<file path="src/logic/compressor_remote_pkg.sv">
// constants, carriers and enumerations for the compressor remote control logic
// assumes one 25 MHz clock and a synchronous active-low reset from power-on
package compressor_remote_pkg;

    localparam int unsigned CLK_HZ      = 25_000_000;
    localparam int unsigned CYC_PER_MS  = CLK_HZ / 1000;
    localparam int unsigned TIMER_W     = 28;
    localparam int unsigned SYNC_STAGES = 2;

    // times as printed, in milliseconds
    localparam int unsigned INIT_MS      = 5000;
    localparam int unsigned QUAL_MS      = 300;
    localparam int unsigned ALARM_ON_MS  = 500;
    localparam int unsigned ALARM_OFF_MS = 2000;
    localparam int unsigned RIDE_MS      = 2000;

    // cycle counts derived from the times (all exact at 25 MHz)
    localparam logic [TIMER_W-1:0] INIT_CYCLES      = TIMER_W'(INIT_MS * CYC_PER_MS);
    localparam logic [TIMER_W-1:0] QUAL_CYCLES      = TIMER_W'(QUAL_MS * CYC_PER_MS);
    localparam logic [TIMER_W-1:0] ALARM_ON_CYCLES  = TIMER_W'(ALARM_ON_MS * CYC_PER_MS);
    localparam logic [TIMER_W-1:0] ALARM_OFF_CYCLES = TIMER_W'(ALARM_OFF_MS * CYC_PER_MS);
    localparam logic [TIMER_W-1:0] RIDE_CYCLES      = TIMER_W'(RIDE_MS * CYC_PER_MS);

    // remote command pins, already level-shifted to logic, high = on
    typedef struct packed {
        logic start_pulse;
        logic stop_hold;
        logic level_on;
        logic refrig1_cmd;
        logic refrig2_cmd;
    } cmd_t;

    // answer-back contacts, high = contact closed
    typedef struct packed {
        logic comp_run;
        logic alarm;
        logic refrig1_ack;
        logic refrig2_ack;
    } answer_t;

    localparam int unsigned SYNC_W = $bits(cmd_t) + 2;
    localparam answer_t ANSWER_RST = '0;
    localparam logic [TIMER_W-1:0] TIMER_RST = '0;

    typedef enum logic [1:0] {
        MODE_NONE,
        MODE_PULSE,
        MODE_LEVEL
    } mode_t;

    typedef enum logic [1:0] {
        PWR_INIT,
        PWR_UP,
        PWR_DIP,
        PWR_OFF
    } power_t;

endpackage : compressor_remote_pkg

</file>
<file path="src/logic/compressor_remote_control.sv">
// remote discrete control of the compressor pump and two refrigerators
// assumes i_nrst is held low while the unit powers up and releases once;
// i_fault comes from on-chip fault detection on i_clk, all other inputs are pins
`timescale 1ns/1ps
`default_nettype none

module compressor_remote_control
    import compressor_remote_pkg::*;
#(
    parameter logic [compressor_remote_pkg::TIMER_W-1:0] INIT_CYCLES      = compressor_remote_pkg::INIT_CYCLES,
    parameter logic [compressor_remote_pkg::TIMER_W-1:0] QUAL_CYCLES      = compressor_remote_pkg::QUAL_CYCLES,
    parameter logic [compressor_remote_pkg::TIMER_W-1:0] ALARM_ON_CYCLES  = compressor_remote_pkg::ALARM_ON_CYCLES,
    parameter logic [compressor_remote_pkg::TIMER_W-1:0] ALARM_OFF_CYCLES = compressor_remote_pkg::ALARM_OFF_CYCLES,
    parameter logic [compressor_remote_pkg::TIMER_W-1:0] RIDE_CYCLES      = compressor_remote_pkg::RIDE_CYCLES
) (
    input  wire logic                         i_clk,
    input  wire logic                         i_nrst,
    input  wire compressor_remote_pkg::cmd_t  i_cmd,
    input  wire logic                         i_reset_button,
    input  wire logic                         i_mains_ok,
    input  wire logic                         i_fault,
    output var  compressor_remote_pkg::answer_t o_answer,
    output var  compressor_remote_pkg::mode_t o_mode
);

    import compressor_remote_pkg::*;

    // synchronised pins
    logic [SYNC_W-1:0] pins_sync;
    cmd_t              cmd;
    logic              button;
    logic              mains;

    // command, button and mains pins share one synchroniser, so their
    // relative timing is kept to within one cycle
    pin_sync #(
        .WIDTH (SYNC_W)
    ) u_pin_sync (
        .i_clk   (i_clk),
        .i_nrst  (i_nrst),
        .i_async ({i_cmd, i_reset_button, i_mains_ok}),
        .o_sync  (pins_sync)
    );

    // every remote pin passes the synchroniser before use
    assign cmd    = cmd_t'(pins_sync[SYNC_W-1:2]);
    assign button = pins_sync[1];
    assign mains  = pins_sync[0];

    // ------------------------------------------------------------------
    // power sequencing: init window, running, short dip, switched off
    // ------------------------------------------------------------------
    power_t             power;
    power_t             next_power;
    logic [TIMER_W-1:0] ptimer;
    logic [TIMER_W-1:0] next_ptimer;
    logic               inputs_live;

    // the timer saturates instead of wrapping, so a very long
    // switch-off can never sound the off alarm again or hold back the restart on mains return;
    // a dip that outlasts the ride-through window is handled
    // exactly like a switch-off, off alarm included
    // limitation: no settle delay before restart after a dip
    always_comb begin
        next_power  = power;
        next_ptimer = (ptimer == {TIMER_W{1'b1}}) ? ptimer : ptimer + 1'b1;
        case (power)
            PWR_INIT: begin
                // unit stays deaf to commands and runs nothing until initialisation ends
                if (ptimer >= INIT_CYCLES - 1'b1) begin
                    next_power  = PWR_UP;
                    next_ptimer = TIMER_RST;
                end
            end
            PWR_UP: begin
                next_ptimer = TIMER_RST;
                if (!mains) begin
                    next_power = PWR_DIP;
                end
            end
            PWR_DIP: begin
                // ride-through: a short loss keeps the latched run state
                if (mains) begin
                    next_power  = PWR_UP;
                    next_ptimer = TIMER_RST;
                end else if (ptimer >= RIDE_CYCLES - 1'b1) begin
                    next_power  = PWR_OFF;
                    next_ptimer = TIMER_RST;
                end
            end
            PWR_OFF: begin
                // power back after a real switch-off is a fresh power-up
                if (mains && ptimer >= ALARM_OFF_CYCLES) begin
                    next_power  = PWR_INIT;
                    next_ptimer = TIMER_RST;
                end
            end
            default: begin
                next_power  = PWR_INIT;
                next_ptimer = TIMER_RST;
            end
        endcase
    end

    always_ff @(posedge i_clk) begin
        if (!i_nrst) begin
            power  <= PWR_INIT;
            ptimer <= TIMER_RST;
        end else begin
            power  <= next_power;
            ptimer <= next_ptimer;
        end
    end

    assign inputs_live = (power == PWR_UP);

    // ------------------------------------------------------------------
    // operating mode: fixed by the first compressor command after power-up
    // ------------------------------------------------------------------
    mode_t mode;
    mode_t next_mode;

    // the pick is only armed while inputs are live, so a pin already
    // high during initialisation decides the mode at the first live
    // cycle instead of being lost; a switch-off forgets the mode so
    // the next power-up picks again
    always_comb begin
        next_mode = mode;
        if (power == PWR_OFF) begin
            next_mode = MODE_NONE;
        end else if (inputs_live && mode == MODE_NONE) begin
            // a start pulse wins a tie; both at once breaks the controller's side anyway
            if (cmd.start_pulse) begin
                next_mode = MODE_PULSE;
            end else if (cmd.level_on) begin
                next_mode = MODE_LEVEL;
            end
        end
        // once chosen the mode is never re-evaluated while powered
    end

    always_ff @(posedge i_clk) begin
        if (!i_nrst) begin
            mode <= MODE_NONE;
        end else begin
            mode <= next_mode;
        end
    end

    // ------------------------------------------------------------------
    // pulse mode start/stop qualification and run latch
    // ------------------------------------------------------------------
    logic [TIMER_W-1:0] start_cnt;
    logic [TIMER_W-1:0] next_start_cnt;
    logic [TIMER_W-1:0] stop_cnt;
    logic [TIMER_W-1:0] next_stop_cnt;
    logic               start_armed;
    logic               next_start_armed;
    logic               run_latch;
    logic               next_run_latch;
    logic               pulse_live;
    logic               start_qual;
    logic               stop_qual;

    assign pulse_live = inputs_live && (mode == MODE_PULSE);
    // counters saturate at the threshold; one more held cycle means longer than it
    assign start_qual = pulse_live && cmd.start_pulse && (start_cnt == QUAL_CYCLES);
    assign stop_qual  = pulse_live && !cmd.stop_hold && (stop_cnt == QUAL_CYCLES);

    // a start is only acted on at its release, so a start pin that
    // sticks high can never restart the pump behind a stop;
    // the price is a few cycles more answer-back delay, well
    // inside the allowed answer-back time
    always_comb begin
        next_start_cnt   = TIMER_RST;
        next_stop_cnt    = TIMER_RST;
        next_start_armed = start_armed;
        next_run_latch   = run_latch;
        if (pulse_live) begin
            // durations measured in clock cycles
            if (cmd.start_pulse) begin
                next_start_cnt = (start_cnt == QUAL_CYCLES) ? start_cnt : start_cnt + 1'b1;
            end
            if (!cmd.stop_hold) begin
                next_stop_cnt = (stop_cnt == QUAL_CYCLES) ? stop_cnt : stop_cnt + 1'b1;
            end
            if (stop_qual) begin
                // stop has priority over any pending start
                next_run_latch   = 1'b0;
                next_start_armed = 1'b0;
            end else if (start_qual) begin
                next_start_armed = 1'b1;
            end else if (start_armed && !cmd.start_pulse) begin
                next_run_latch   = 1'b1;
                next_start_armed = 1'b0;
            end
        end else begin
            next_start_armed = 1'b0;
            // the run latch survives a short dip but not a switch-off
            if (power == PWR_OFF || mode != MODE_PULSE) begin
                next_run_latch = 1'b0;
            end
        end
    end

    always_ff @(posedge i_clk) begin
        if (!i_nrst) begin
            start_cnt   <= TIMER_RST;
            stop_cnt    <= TIMER_RST;
            start_armed <= 1'b0;
            run_latch   <= 1'b0;
        end else begin
            start_cnt   <= next_start_cnt;
            stop_cnt    <= next_stop_cnt;
            start_armed <= next_start_armed;
            run_latch   <= next_run_latch;
        end
    end

    // ------------------------------------------------------------------
    // pump and refrigerator run decisions
    // ------------------------------------------------------------------
    logic pump_run;
    logic refrig1_run;
    logic refrig2_run;

    // refrigerator commands are pure levels; pacing of refrigerator
    // starts and stops is left to the controller, nothing here
    // rate-limits them
    always_comb begin
        pump_run = 1'b0;
        if (inputs_live) begin
            case (mode)
                MODE_PULSE: pump_run = run_latch;
                MODE_LEVEL: pump_run = cmd.level_on;
                default:    pump_run = 1'b0;
            endcase
        end
        // refrigerators only run behind a running pump
        refrig1_run = pump_run && cmd.refrig1_cmd;
        refrig2_run = pump_run && cmd.refrig2_cmd;
    end

    // ------------------------------------------------------------------
    // alarm latch: fault sets, front-panel reset clears once fault is gone
    // ------------------------------------------------------------------
    logic alarm_latch;
    logic next_alarm_latch;
    logic power_alarm;

    // i_fault is already on i_clk and needs no synchroniser; a fault
    // in the same cycle as a button press keeps the alarm set, so a
    // held button can never hide a live fault
    always_comb begin
        next_alarm_latch = alarm_latch;
        if (i_fault) begin
            next_alarm_latch = 1'b1;
        end else if (button) begin
            next_alarm_latch = 1'b0;
        end
    end

    always_ff @(posedge i_clk) begin
        if (!i_nrst) begin
            alarm_latch <= 1'b0;
        end else begin
            alarm_latch <= next_alarm_latch;
        end
    end

    // short alarm pulses mark power-up and switch-off
    assign power_alarm = ((power == PWR_INIT) && (ptimer < ALARM_ON_CYCLES)) ||
                         ((power == PWR_OFF) && (ptimer < ALARM_OFF_CYCLES));

    // ------------------------------------------------------------------
    // answer-back contacts, registered; one cycle behind the decision
    // ------------------------------------------------------------------
    answer_t next_answer;

    // every contact is registered so combinational glitches never
    // reach the contact drivers; the alarm contact therefore shows a
    // fault two edges after i_fault rises
    always_comb begin
        next_answer             = ANSWER_RST;
        next_answer.comp_run    = pump_run;
        next_answer.refrig1_ack = refrig1_run;
        next_answer.refrig2_ack = refrig2_run;
        // fault alarm is held through init too, so a latched fault is never hidden
        next_answer.alarm       = alarm_latch || power_alarm;
    end

    always_ff @(posedge i_clk) begin
        if (!i_nrst) begin
            o_answer <= ANSWER_RST;
            o_mode   <= MODE_NONE;
        end else begin
            o_answer <= next_answer;
            o_mode   <= mode;
        end
    end

endmodule : compressor_remote_control

`default_nettype wire

</file>
<file path="src/logic/pin_sync.sv">
// two flip-flop synchroniser, one chain per bit
// assumes inputs are asynchronous pins; output is safe for logic on i_clk
`timescale 1ns/1ps
`default_nettype none

module pin_sync #(
    parameter int unsigned WIDTH = 1
) (
    input  wire logic             i_clk,
    input  wire logic             i_nrst,
    input  wire logic [WIDTH-1:0] i_async,
    output var  logic [WIDTH-1:0] o_sync
);

    genvar g;
    generate
        for (g = 0; g < WIDTH; g++) begin : g_bit
            logic meta;
            logic settled;
            // first stage feeds only the second stage
            always_ff @(posedge i_clk) begin
                if (!i_nrst) begin
                    meta    <= 1'b0;
                    settled <= 1'b0;
                end else begin
                    meta    <= i_async[g];
                    settled <= meta;
                end
            end
            // each bit has its own process, so the output is joined here
            assign o_sync[g] = settled;
        end
    endgenerate

endmodule : pin_sync

`default_nettype wire

</file>
<file path="config.mk">
export PLATFORM = sky130hd
export DESIGN_NAME = compressor_remote_control
export DESIGN_NICKNAME = d
export VERILOG_FILES = /design/src/logic/compressor_remote_pkg.sv /design/src/logic/compressor_remote_control.sv /design/src/logic/pin_sync.sv
export SDC_FILE = /design/constraint.sdc
export NUM_CORES = 1
export LEC_CHECK = 0
export ABC_AREA = 1
export BUFFER_PORTS_ARGS = -buffer_cell sky130_fd_sc_hd__buf_2
export CORE_MARGIN = 3
export CORE_UTILIZATION = 30
export DETAILED_ROUTE_END_ITERATION = 6
export GPL_TIMING_DRIVEN = 0
export PLACE_DENSITY = 0.55
export SYNTH_ARGS = -nofsm -noshare
export SYNTH_HDL_FRONTEND = slang
export SYNTH_SLANG_ARGS = --single-unit
export TNS_END_PERCENT = 1
</file>
<file path="constraint.sdc">
create_clock -name i_clk -period 1.73 [get_ports i_clk]
set_clock_uncertainty 0.2 [all_clocks]
set_input_delay 0.346 -clock i_clk [delete_from_list [all_inputs] [get_ports i_clk]]
set_output_delay 0.346 -clock i_clk [all_outputs]
set_load 0.1 [all_outputs]
</file>
==> impl_results.html, run 1 <==
<table>
<tr><th>Metric</th><th>Value</th></tr>
<tr><th colspan="2">Outcome</th></tr>
<tr><td>Outcome</td><td>finished, violations left</td></tr>
<tr><td>Violations in the final reports</td><td>setup timing</td></tr>
<tr><th colspan="2">Synth</th></tr>
<tr><td>Combinational family with the most area after synthesis</td><td>simple AND/OR/NAND/NOR gates</td></tr>
<tr><td>Syn_area_per_cell</td><td>6.95 sq um</td></tr>
<tr><td>Fraction of synthesized area in multiplexers</td><td>0</td></tr>
<tr><td>Ranking of synthesized cells by area</td><td>dfxtp_1 (39%), nand2_1 (10%), inv_1 (8.4%)</td></tr>
<tr><td>Count leader, synth</td><td>nand2_1</td></tr>
<tr><td>Number of enable flip-flop cells after synthesis</td><td>0</td></tr>
<tr><td>Area of the mapped netlist</td><td>5650 sq um</td></tr>
<tr><td>Net count after synthesis</td><td>831</td></tr>
<tr><td>Yosys top cell by area</td><td>dfxtp_1</td></tr>
<tr><td>Post-synthesis compound-gate area fraction</td><td>0.107</td></tr>
<tr><td>Most frequently used flop master after synthesis</td><td>dfxtp_1</td></tr>
<tr><td>Sequential cell area fraction in the yosys report</td><td>0.393</td></tr>
<tr><td>Number of synthesized register bits</td><td>111</td></tr>
<tr><td>Library cells used by synthesis</td><td>39</td></tr>
<tr><td>Post-synthesis adder-cell area fraction</td><td>0.0177</td></tr>
<tr><td>Post-synthesis share of cell area spent on and, or, nand and nor gates</td><td>0.348</td></tr>
<tr><td>Area share of the largest cell type after synthesis</td><td>0.393</td></tr>
<tr><td>Top post-synthesis cells by count</td><td>nand2_1 (150), inv_1 (126), dfxtp_1 (111)</td></tr>
<tr><td>Area share of xor/xnor cells in the synthesized design</td><td>0.0264</td></tr>
<tr><td>Synthesis Warnings</td><td>0</td></tr>
<tr><td>Syn Inst Count</td><td>813</td></tr>
<tr><td>Share of synthesized flip-flops with an asynchronous set or reset</td><td>0</td></tr>
<tr><th colspan="2">Setup path</th></tr>
<tr><td>Worst setup path startpoint</td><td>ptimer[0]$_SDFF_PN0_</td></tr>
<tr><td>Critical path endpoint category</td><td>register</td></tr>
<tr><td>Data required, critical path</td><td>1780 ps</td></tr>
<tr><td>Worst EP arrival</td><td>1980 ps</td></tr>
<tr><td>Largest stage delay on the critical path</td><td>360 ps</td></tr>
<tr><td>Count of cells along the worst register-to-register path</td><td>10</td></tr>
<tr><td>Top fanout value on the critical path</td><td>4</td></tr>
<tr><td>Startpoint type of the worst setup path</td><td>register</td></tr>
<tr><td>R2R Path Start</td><td>ptimer[0]$_SDFF_PN0_</td></tr>
<tr><td>Worst path slowest cell</td><td>dfxtp_2</td></tr>
<tr><td>Critical path class</td><td>reg -&gt; reg</td></tr>
<tr><td>CP Cell Sequence</td><td>ha_4 &gt; nand2_4 &gt; nor2_4 &gt; nand2_4 &gt; nor2_4 &gt; nand2_2 &gt; nor3b_2 &gt; o21ai_1 &gt; a21oi_1 &gt; nor2_2</td></tr>
<tr><th colspan="2">Global routing</th></tr>
<tr><td>Global-route wire length before repair</td><td>21,900 um</td></tr>
<tr><td>Number of antenna violations at the first check in global routing</td><td>0</td></tr>
<tr><td>Gr usage total</td><td>0.131</td></tr>
<tr><td>Via count of the first global-routing pass</td><td>4,643</td></tr>
<tr><td>Remaining Overflow, GRT</td><td>0</td></tr>
<tr><td>Pin count of the biggest net entering global routing</td><td>21</td></tr>
<tr><th colspan="2">Clocking</th></tr>
<tr><td>Number of sinks on the clock net</td><td>111</td></tr>
<tr><td>Root Driver</td><td>clkbuf_16</td></tr>
<tr><td>Reg clk slew, reported paths</td><td>70 ps</td></tr>
<tr><td>Latest clock arrival within the worst-skew pair</td><td>360 ps</td></tr>
<tr><td>Buffer levels on the longest clock path</td><td>2</td></tr>
<tr><td>CTS tree</td><td>done</td></tr>
<tr><td>Clock buffers created by TritonCTS</td><td>9</td></tr>
<tr><td>H-tree Lvls</td><td>3</td></tr>
<tr><th colspan="2">Timing</th></tr>
<tr><td>Min Clock Period, post-route</td><td>1930 ps</td></tr>
<tr><td>Max_slew headroom</td><td>0.672</td></tr>
<tr><td>Final clock period utilization by the worst path</td><td>1.12</td></tr>
<tr><td>Setup TNS after final layout</td><td>-5380 ps</td></tr>
<tr><td>Setup violators final</td><td>41</td></tr>
<tr><td>RSZ-0062 raised after global routing</td><td>yes</td></tr>
<tr><td>Pins over their slew limit</td><td>0</td></tr>
<tr><td>Actual transition at the worst max-transition pin</td><td>491 ps</td></tr>
<tr><td>Worst hold margin</td><td>19.8 ps</td></tr>
<tr><td>Number of failing hold endpoints at the final stage</td><td>0</td></tr>
<tr><td>Setup slack of the critical path after layout</td><td>-201 ps</td></tr>
<tr><td>Peak Freq</td><td>518 MHz</td></tr>
<tr><th colspan="2">Final layout</th></tr>
<tr><td>Antenna diode count</td><td>0</td></tr>
<tr><td>Layout Nets</td><td>881</td></tr>
<tr><td>Post-route cell area</td><td>6980 sq um</td></tr>
<tr><td>Filler instances</td><td>1,910</td></tr>
<tr><td>Layout cell share with drive strength beyond 1</td><td>0.235</td></tr>
<tr><td>Synthesis-to-layout area growth</td><td>23.6%</td></tr>
<tr><th colspan="2">Routing</th></tr>
<tr><td>Wire length per cell after detailed routing</td><td>11.8 um</td></tr>
<tr><td>Final antenna-violating net count</td><td>0</td></tr>
<tr><td>Remaining DRCs</td><td>0</td></tr>
<tr><td>Number of vias after detailed routing</td><td>5,077</td></tr>
<tr><td>Avg Vias per Cell</td><td>4.63</td></tr>
<tr><td>Number of iterations in the first detailed-routing pass</td><td>4</td></tr>
<tr><td>Routed Wire Length</td><td>12,900 um</td></tr>
<tr><td>Iteration-0 DRC count of the detailed router</td><td>235</td></tr>
<tr><th colspan="2">Floorplanning</th></tr>
<tr><td>Site Rows</td><td>49</td></tr>
<tr><td>Number of primary I/O pins</td><td>16</td></tr>
<tr><td>Core ar.</td><td>18,200 sq um</td></tr>
<tr><td>Vertical extent of the die</td><td>143 um</td></tr>
<tr><td>Chip width</td><td>143 um</td></tr>
<tr><td>Die Area</td><td>20,500 sq um</td></tr>
<tr><td>Initial cell density of the core</td><td>0.310</td></tr>
<tr><th colspan="2">Pwr</th></tr>
<tr><td>Standby leakage power</td><td>2.69 nW</td></tr>
<tr><td>IR Drop Worst-Case VDD</td><td>0.000507 V</td></tr>
<tr><td>Power per unit of standard cell area</td><td>764 nW/um^2</td></tr>
<tr><th colspan="2">Placed design</th></tr>
<tr><td>Buffers on Ports</td><td>14</td></tr>
<tr><td>Placed inst area</td><td>6040 sq um</td></tr>
<tr><td>Gpl congestion</td><td>0.851</td></tr>
<tr><td>Detailed Place HPWL</td><td>9200 um</td></tr>
<tr><th colspan="2">Min path</th></tr>
<tr><td>Worst hold path class</td><td>in -&gt; reg</td></tr>
<tr><td>Startpoint of the tightest hold check path</td><td>i_fault</td></tr>
<tr><td>Worst hold path cell count</td><td>3</td></tr>
<tr><th colspan="2">Run</th></tr>
<tr><td>Maximum capacitance violations</td><td>0</td></tr>
</table>
-- flip-flops by register name, indices dropped and copies added (netlist names) --
name,count
alarm_latch,1
mode,2
o_answer,4
o_mode,2
power,2
ptimer,28
run_latch,1
start_armed,1
start_cnt,28
stop_cnt,28
u_pin_sync.g_bit.meta,7
u_pin_sync.g_bit.settled,7
-- where the power goes --
group          switching (W)  internal, W
clock                0.00102      0.00102
combinational       0.000379     0.000236
sequential         0.0000573      0.00263
total                0.00146      0.00388
-- worst max-delay path: cells and delay by family (launching register included) --
family                     cells  cell delay (ps)
DFF                            1              360
AOI/OAI and AO/OA              2              240
adders and majority gates      1              150
and+or+nand+nor                7              880
-- metrics by stage --
stage                      util  power [W]  cells  setup WS, ps
final                     0.383    0.00534   1097          -201
after global routing      0.383    0.00561   1097          -343
after CTS                 0.369    0.00540   1094          -200
after detailed placement  0.332    0.00324   1056          -397
after global placement    0.332    0.00324   1056          -416
after floorplan               -    0.00312    813         -66.7
-- cells by family (layout without fill, tap and decap cells) --
| family | after synthesis | after routing |
|---|---|---|
| compound gates | 115 | 115 |
| fa+ha+maj | 8 | 8 |
| xor+xnor | 17 | 17 |
| flops | 111 | 111 |
| buf+inv | 147 | 202 |
| simple gates | 415 | 415 |
-- metal layers --
layer | part of all wire | up-vias | routed length, um | track usage
li1 | - | 2720 | - | -
met1 | 0.51 | 2264 | 6540 | 0.178
met2 | 0.44 | 79 | 5710 | 0.203
met3 | 0.039 | 14 | 504 | 0.0348
met4 | 0.013 | 0 | 165 | 0.0401
met5 | 0 | - | 0 | 0
-- path summary, 6_finish.rpt --
kind | to | slack [ps]
hold reg to reg | o_answer[1]$_SDFF_PN0_ | 210
setup reg to reg | ptimer[26]$_SDFF_PN0_ | -200
hold / removal | alarm_latch$_SDFFE_PN0P_ | 20
setup / recovery | ptimer[26]$_SDFF_PN0_ | -200
-- cells in the final DEF (no fill, tap or decap), drive strengths merged, types with 11 or more instances in the layout --
cell / instances
nor2: 127
xor2: 14
dfxtp: 111
nand2: 163
buf: 41
clkbuf: 13
inv: 138
nand4: 23
nand3: 46
o21ai: 45
nor4: 11
a21oi: 58
nor3: 38
-- final cells by class --
class                           instances  area [sq um]  area share
Buffer                                 12           121      0.0174
Clock buffer                           10           229      0.0328
Clock inverter                          6          62.6     0.00896
Inverter                              135           514      0.0736
Multi-Input combinational cell        555          3210       0.459
Sequential cell                       111          2270       0.325
Tap cell                              229           287      0.0410
Timing Repair Buffer                   39           292      0.0417
-- what timing repair did --
action                                  CTS  global route
hold endpoints to repair                  7             0
hold buffers                              7             0
gates resized for setup                  50           101
setup buffers                            15             1
pin swaps                                20            20
gates cloned                              0             2
endpoints found under the setup margin   80            89
Note: power is estimated with default switching activity, not from simulation.
==> inputs of run 2 (changes only) <==
Settings changed: MAX_ROUTING_LAYER from default to met4.
==> impl_results.html, run 2 (synthesized netlist as in run 1, its figures left out) <==
<table>
<tr><th>Metric</th><th>Value</th></tr>
<tr><th colspan="2">Final layout</th></tr>
<tr><td>Filler instances</td><td>1,910 (unchanged)</td></tr>
<tr><td>Layout cell share with drive strength beyond 1</td><td>0.236 (was 0.235)</td></tr>
<tr><td>Most used cells in the layout excluding fill and tap cells</td><td>nand2_1 (138), inv_1 (116), nor2_1 (87) (unchanged)</td></tr>
<tr><td>Final design utilization</td><td>0.383 (unchanged)</td></tr>
<tr><td>Antenna diode count</td><td>0 (unchanged)</td></tr>
<tr><td>Leading registers by flop count</td><td>ptimer: 28 flops, start_cnt: 28 flops, stop_cnt: 28 flops (unchanged)</td></tr>
<tr><td>Layout Nets</td><td>881 (unchanged)</td></tr>
<tr><td>Commonest non-fill, non-tap cell in the layout</td><td>nand2_1 (unchanged)</td></tr>
<tr><td>Synthesis-to-layout area growth</td><td>23.6% (unchanged)</td></tr>
<tr><th colspan="2">Outcome</th></tr>
<tr><td>Outcome</td><td>finished, violations left (unchanged)</td></tr>
<tr><td>Violations in the final reports</td><td>setup timing (unchanged)</td></tr>
<tr><th colspan="2">Global routing</th></tr>
<tr><td>Global-route wire length before repair</td><td>21,800 um (was 21,900 um)</td></tr>
<tr><td>Remaining Overflow, GRT</td><td>0 (unchanged)</td></tr>
<tr><td>Gr usage total</td><td>0.135 (was 0.131)</td></tr>
<tr><td>Number of antenna violations at the first check in global routing</td><td>0 (unchanged)</td></tr>
<tr><td>Pin count of the biggest net entering global routing</td><td>21 (unchanged)</td></tr>
<tr><td>Via count of the first global-routing pass</td><td>4,639 (was 4,643)</td></tr>
<tr><th colspan="2">Placed design</th></tr>
<tr><td>Buffers on Ports</td><td>14 (unchanged)</td></tr>
<tr><td>Placement Setup Slack</td><td>-397 ps (unchanged)</td></tr>
<tr><td>Gpl congestion</td><td>0.864 (was 0.851)</td></tr>
<tr><td>Detailed Place HPWL</td><td>9200 um (unchanged)</td></tr>
<tr><th colspan="2">Timing</th></tr>
<tr><td>Peak Freq</td><td>515 MHz (was 518 MHz)</td></tr>
<tr><td>Min Clock Period, post-route</td><td>1940 ps (was 1930 ps)</td></tr>
<tr><td>Final clock period utilization by the worst path</td><td>1.12 (about the same)</td></tr>
<tr><td>RSZ-0062 raised after global routing</td><td>yes (unchanged)</td></tr>
<tr><td>Pins over their slew limit</td><td>0 (unchanged)</td></tr>
<tr><td>Setup violators final</td><td>41 (unchanged)</td></tr>
<tr><td>Setup slack of the critical path after layout</td><td>-211 ps (was -201 ps)</td></tr>
<tr><td>Max_slew headroom</td><td>0.677 (was 0.672)</td></tr>
<tr><td>Worst hold margin</td><td>19.9 ps (was 19.8 ps)</td></tr>
<tr><td>Number of failing hold endpoints at the final stage</td><td>0 (unchanged)</td></tr>
<tr><td>Actual transition at the worst max-transition pin</td><td>480 ps (was 491 ps)</td></tr>
<tr><th colspan="2">Routing</th></tr>
<tr><td>Number of vias after detailed routing</td><td>5,078 (was 5,077)</td></tr>
<tr><td>Remaining DRCs</td><td>0 (unchanged)</td></tr>
<tr><td>Routed Wire Length</td><td>13,000 um (was 12,900 um)</td></tr>
<tr><td>Number of iterations in the first detailed-routing pass</td><td>5 (was 4)</td></tr>
<tr><td>Iteration-0 DRC count of the detailed router</td><td>249 (was 235)</td></tr>
<tr><td>Wire length per cell after detailed routing</td><td>11.8 um (about the same)</td></tr>
<tr><td>Final antenna-violating net count</td><td>0 (unchanged)</td></tr>
<tr><td>Avg Vias per Cell</td><td>4.63 (about the same)</td></tr>
<tr><th colspan="2">Floorplanning</th></tr>
<tr><td>Vertical extent of the die</td><td>143 um (unchanged)</td></tr>
<tr><td>Chip width</td><td>143 um (unchanged)</td></tr>
<tr><td>Die Area</td><td>20,500 sq um (unchanged)</td></tr>
<tr><td>Core ar.</td><td>18,200 sq um (unchanged)</td></tr>
<tr><td>Initial cell density of the core</td><td>0.310 (unchanged)</td></tr>
<tr><td>Number of primary I/O pins</td><td>16 (unchanged)</td></tr>
<tr><td>Site Rows</td><td>49 (unchanged)</td></tr>
<tr><th colspan="2">Clocking</th></tr>
<tr><td>CTS tree</td><td>done (unchanged)</td></tr>
<tr><td>H-tree Lvls</td><td>3 (unchanged)</td></tr>
<tr><td>Number of sinks on the clock net</td><td>111 (unchanged)</td></tr>
<tr><td>Clock buffers created by TritonCTS</td><td>9 (unchanged)</td></tr>
<tr><td>Buffer levels on the longest clock path</td><td>2 (unchanged)</td></tr>
<tr><td>Reg clk slew, reported paths</td><td>80 ps (was 70 ps)</td></tr>
<tr><td>Root Driver</td><td>clkbuf_16 (unchanged)</td></tr>
<tr><td>Latest clock arrival within the worst-skew pair</td><td>360 ps (about the same)</td></tr>
<tr><th colspan="2">Setup path</th></tr>
<tr><td>Top fanout value on the critical path</td><td>4 (unchanged)</td></tr>
<tr><td>Critical path class</td><td>reg -&gt; reg (unchanged)</td></tr>
<tr><td>Data required, critical path</td><td>1780 ps (about the same)</td></tr>
<tr><td>Critical path endpoint category</td><td>register (unchanged)</td></tr>
<tr><td>Worst EP arrival</td><td>1990 ps (was 1980 ps)</td></tr>
<tr><td>Startpoint type of the worst setup path</td><td>register (unchanged)</td></tr>
<tr><th colspan="2">Pwr</th></tr>
<tr><td>IR Drop Worst-Case VDD</td><td>0.000508 V (was 0.000507 V)</td></tr>
<tr><td>Standby leakage power</td><td>2.69 nW (about the same)</td></tr>
<tr><td>Power per unit of standard cell area</td><td>764 nW/um^2 (about the same)</td></tr>
<tr><td>Total power of the final layout</td><td>0.00534 W (about the same)</td></tr>
<tr><th colspan="2">Min path</th></tr>
<tr><td>Worst hold path class</td><td>in -&gt; reg (unchanged)</td></tr>
<tr><th colspan="2">Run</th></tr>
<tr><td>Maximum capacitance violations</td><td>0 (unchanged)</td></tr>
</table>
## run 2: final timing paths
kind	endpoint	slack, ps	startpoint	depth (start not counted)
worst max-delay path	ptimer[16]$_SDFF_PN0_	-210	ptimer[1]$_SDFF_PN0_	11
worst min-delay path	alarm_latch$_SDFFE_PN0P_	20	i_fault	3
worst max register to register	ptimer[16]$_SDFF_PN0_	-210	ptimer[1]$_SDFF_PN0_	11
worst min register to register	o_answer[1]$_SDFF_PN0_	210	u_pin_sync.g_bit[3].settled$_SDFF_PN0_	2
## run 2: critical path: stages, from the launching register on
cell     delay (ps)
dfxtp_2         350
ha_4            150
nand2_4          50
nor2_4          160
nand2_4          80
nor2_4          180
nand3_4         120
nor2_4          150
nor2_2           80
nand2_2         100
xor2_1          140
nor2_1           60
## run 2: cell type report
cell class	instances	area, sq um	area share
Buffer	12	121	0.0174
Clock buffer	10	229	0.0328
Clock inverter	6	62.6	0.00896
Inverter	135	514	0.0736
Multi-Input combinational cell	555	3200	0.459
Sequential cell	111	2270	0.326
Tap cell	229	287	0.0410
Timing Repair Buffer	39	292	0.0417
## run 2: power breakdown
part	switching (W)	internal, W
Sequential	0.0000573	0.00263
Clock	0.00102	0.00102
Combinational	0.000380	0.000236
Total	0.00146	0.00388
## run 2: routing by layer
layer,global-route usage,part of all wire,vias to the layer above
li1,-,-,2718
met1,0.179,0.51,2270
met2,0.203,0.44,74
met3,0.0348,0.032,16
met4,0.0401,0.013,0
met5,-,0,-
## run 2: repair_timing
item / CTS / global route
setup buffers: 15 / 1
setup endpoints to repair: 80 / 89
hold endpoints to repair: 7 / 0
pin swaps: 20 / 19
hold buffers: 7 / 0
resized for setup: 50 / 101
gates cloned: 0 / 2
## run 2: metrics by stage
stage               setup TNS, ps  cell area (sq um)  instances
CTS                        -10530               6720       1094
global route               -14750               6980       1097
global placement           -15300               6040       1056
finish                      -5090               6980       1097
detailed placement         -15630               6040       1056
floorplan                    -413               5690        813
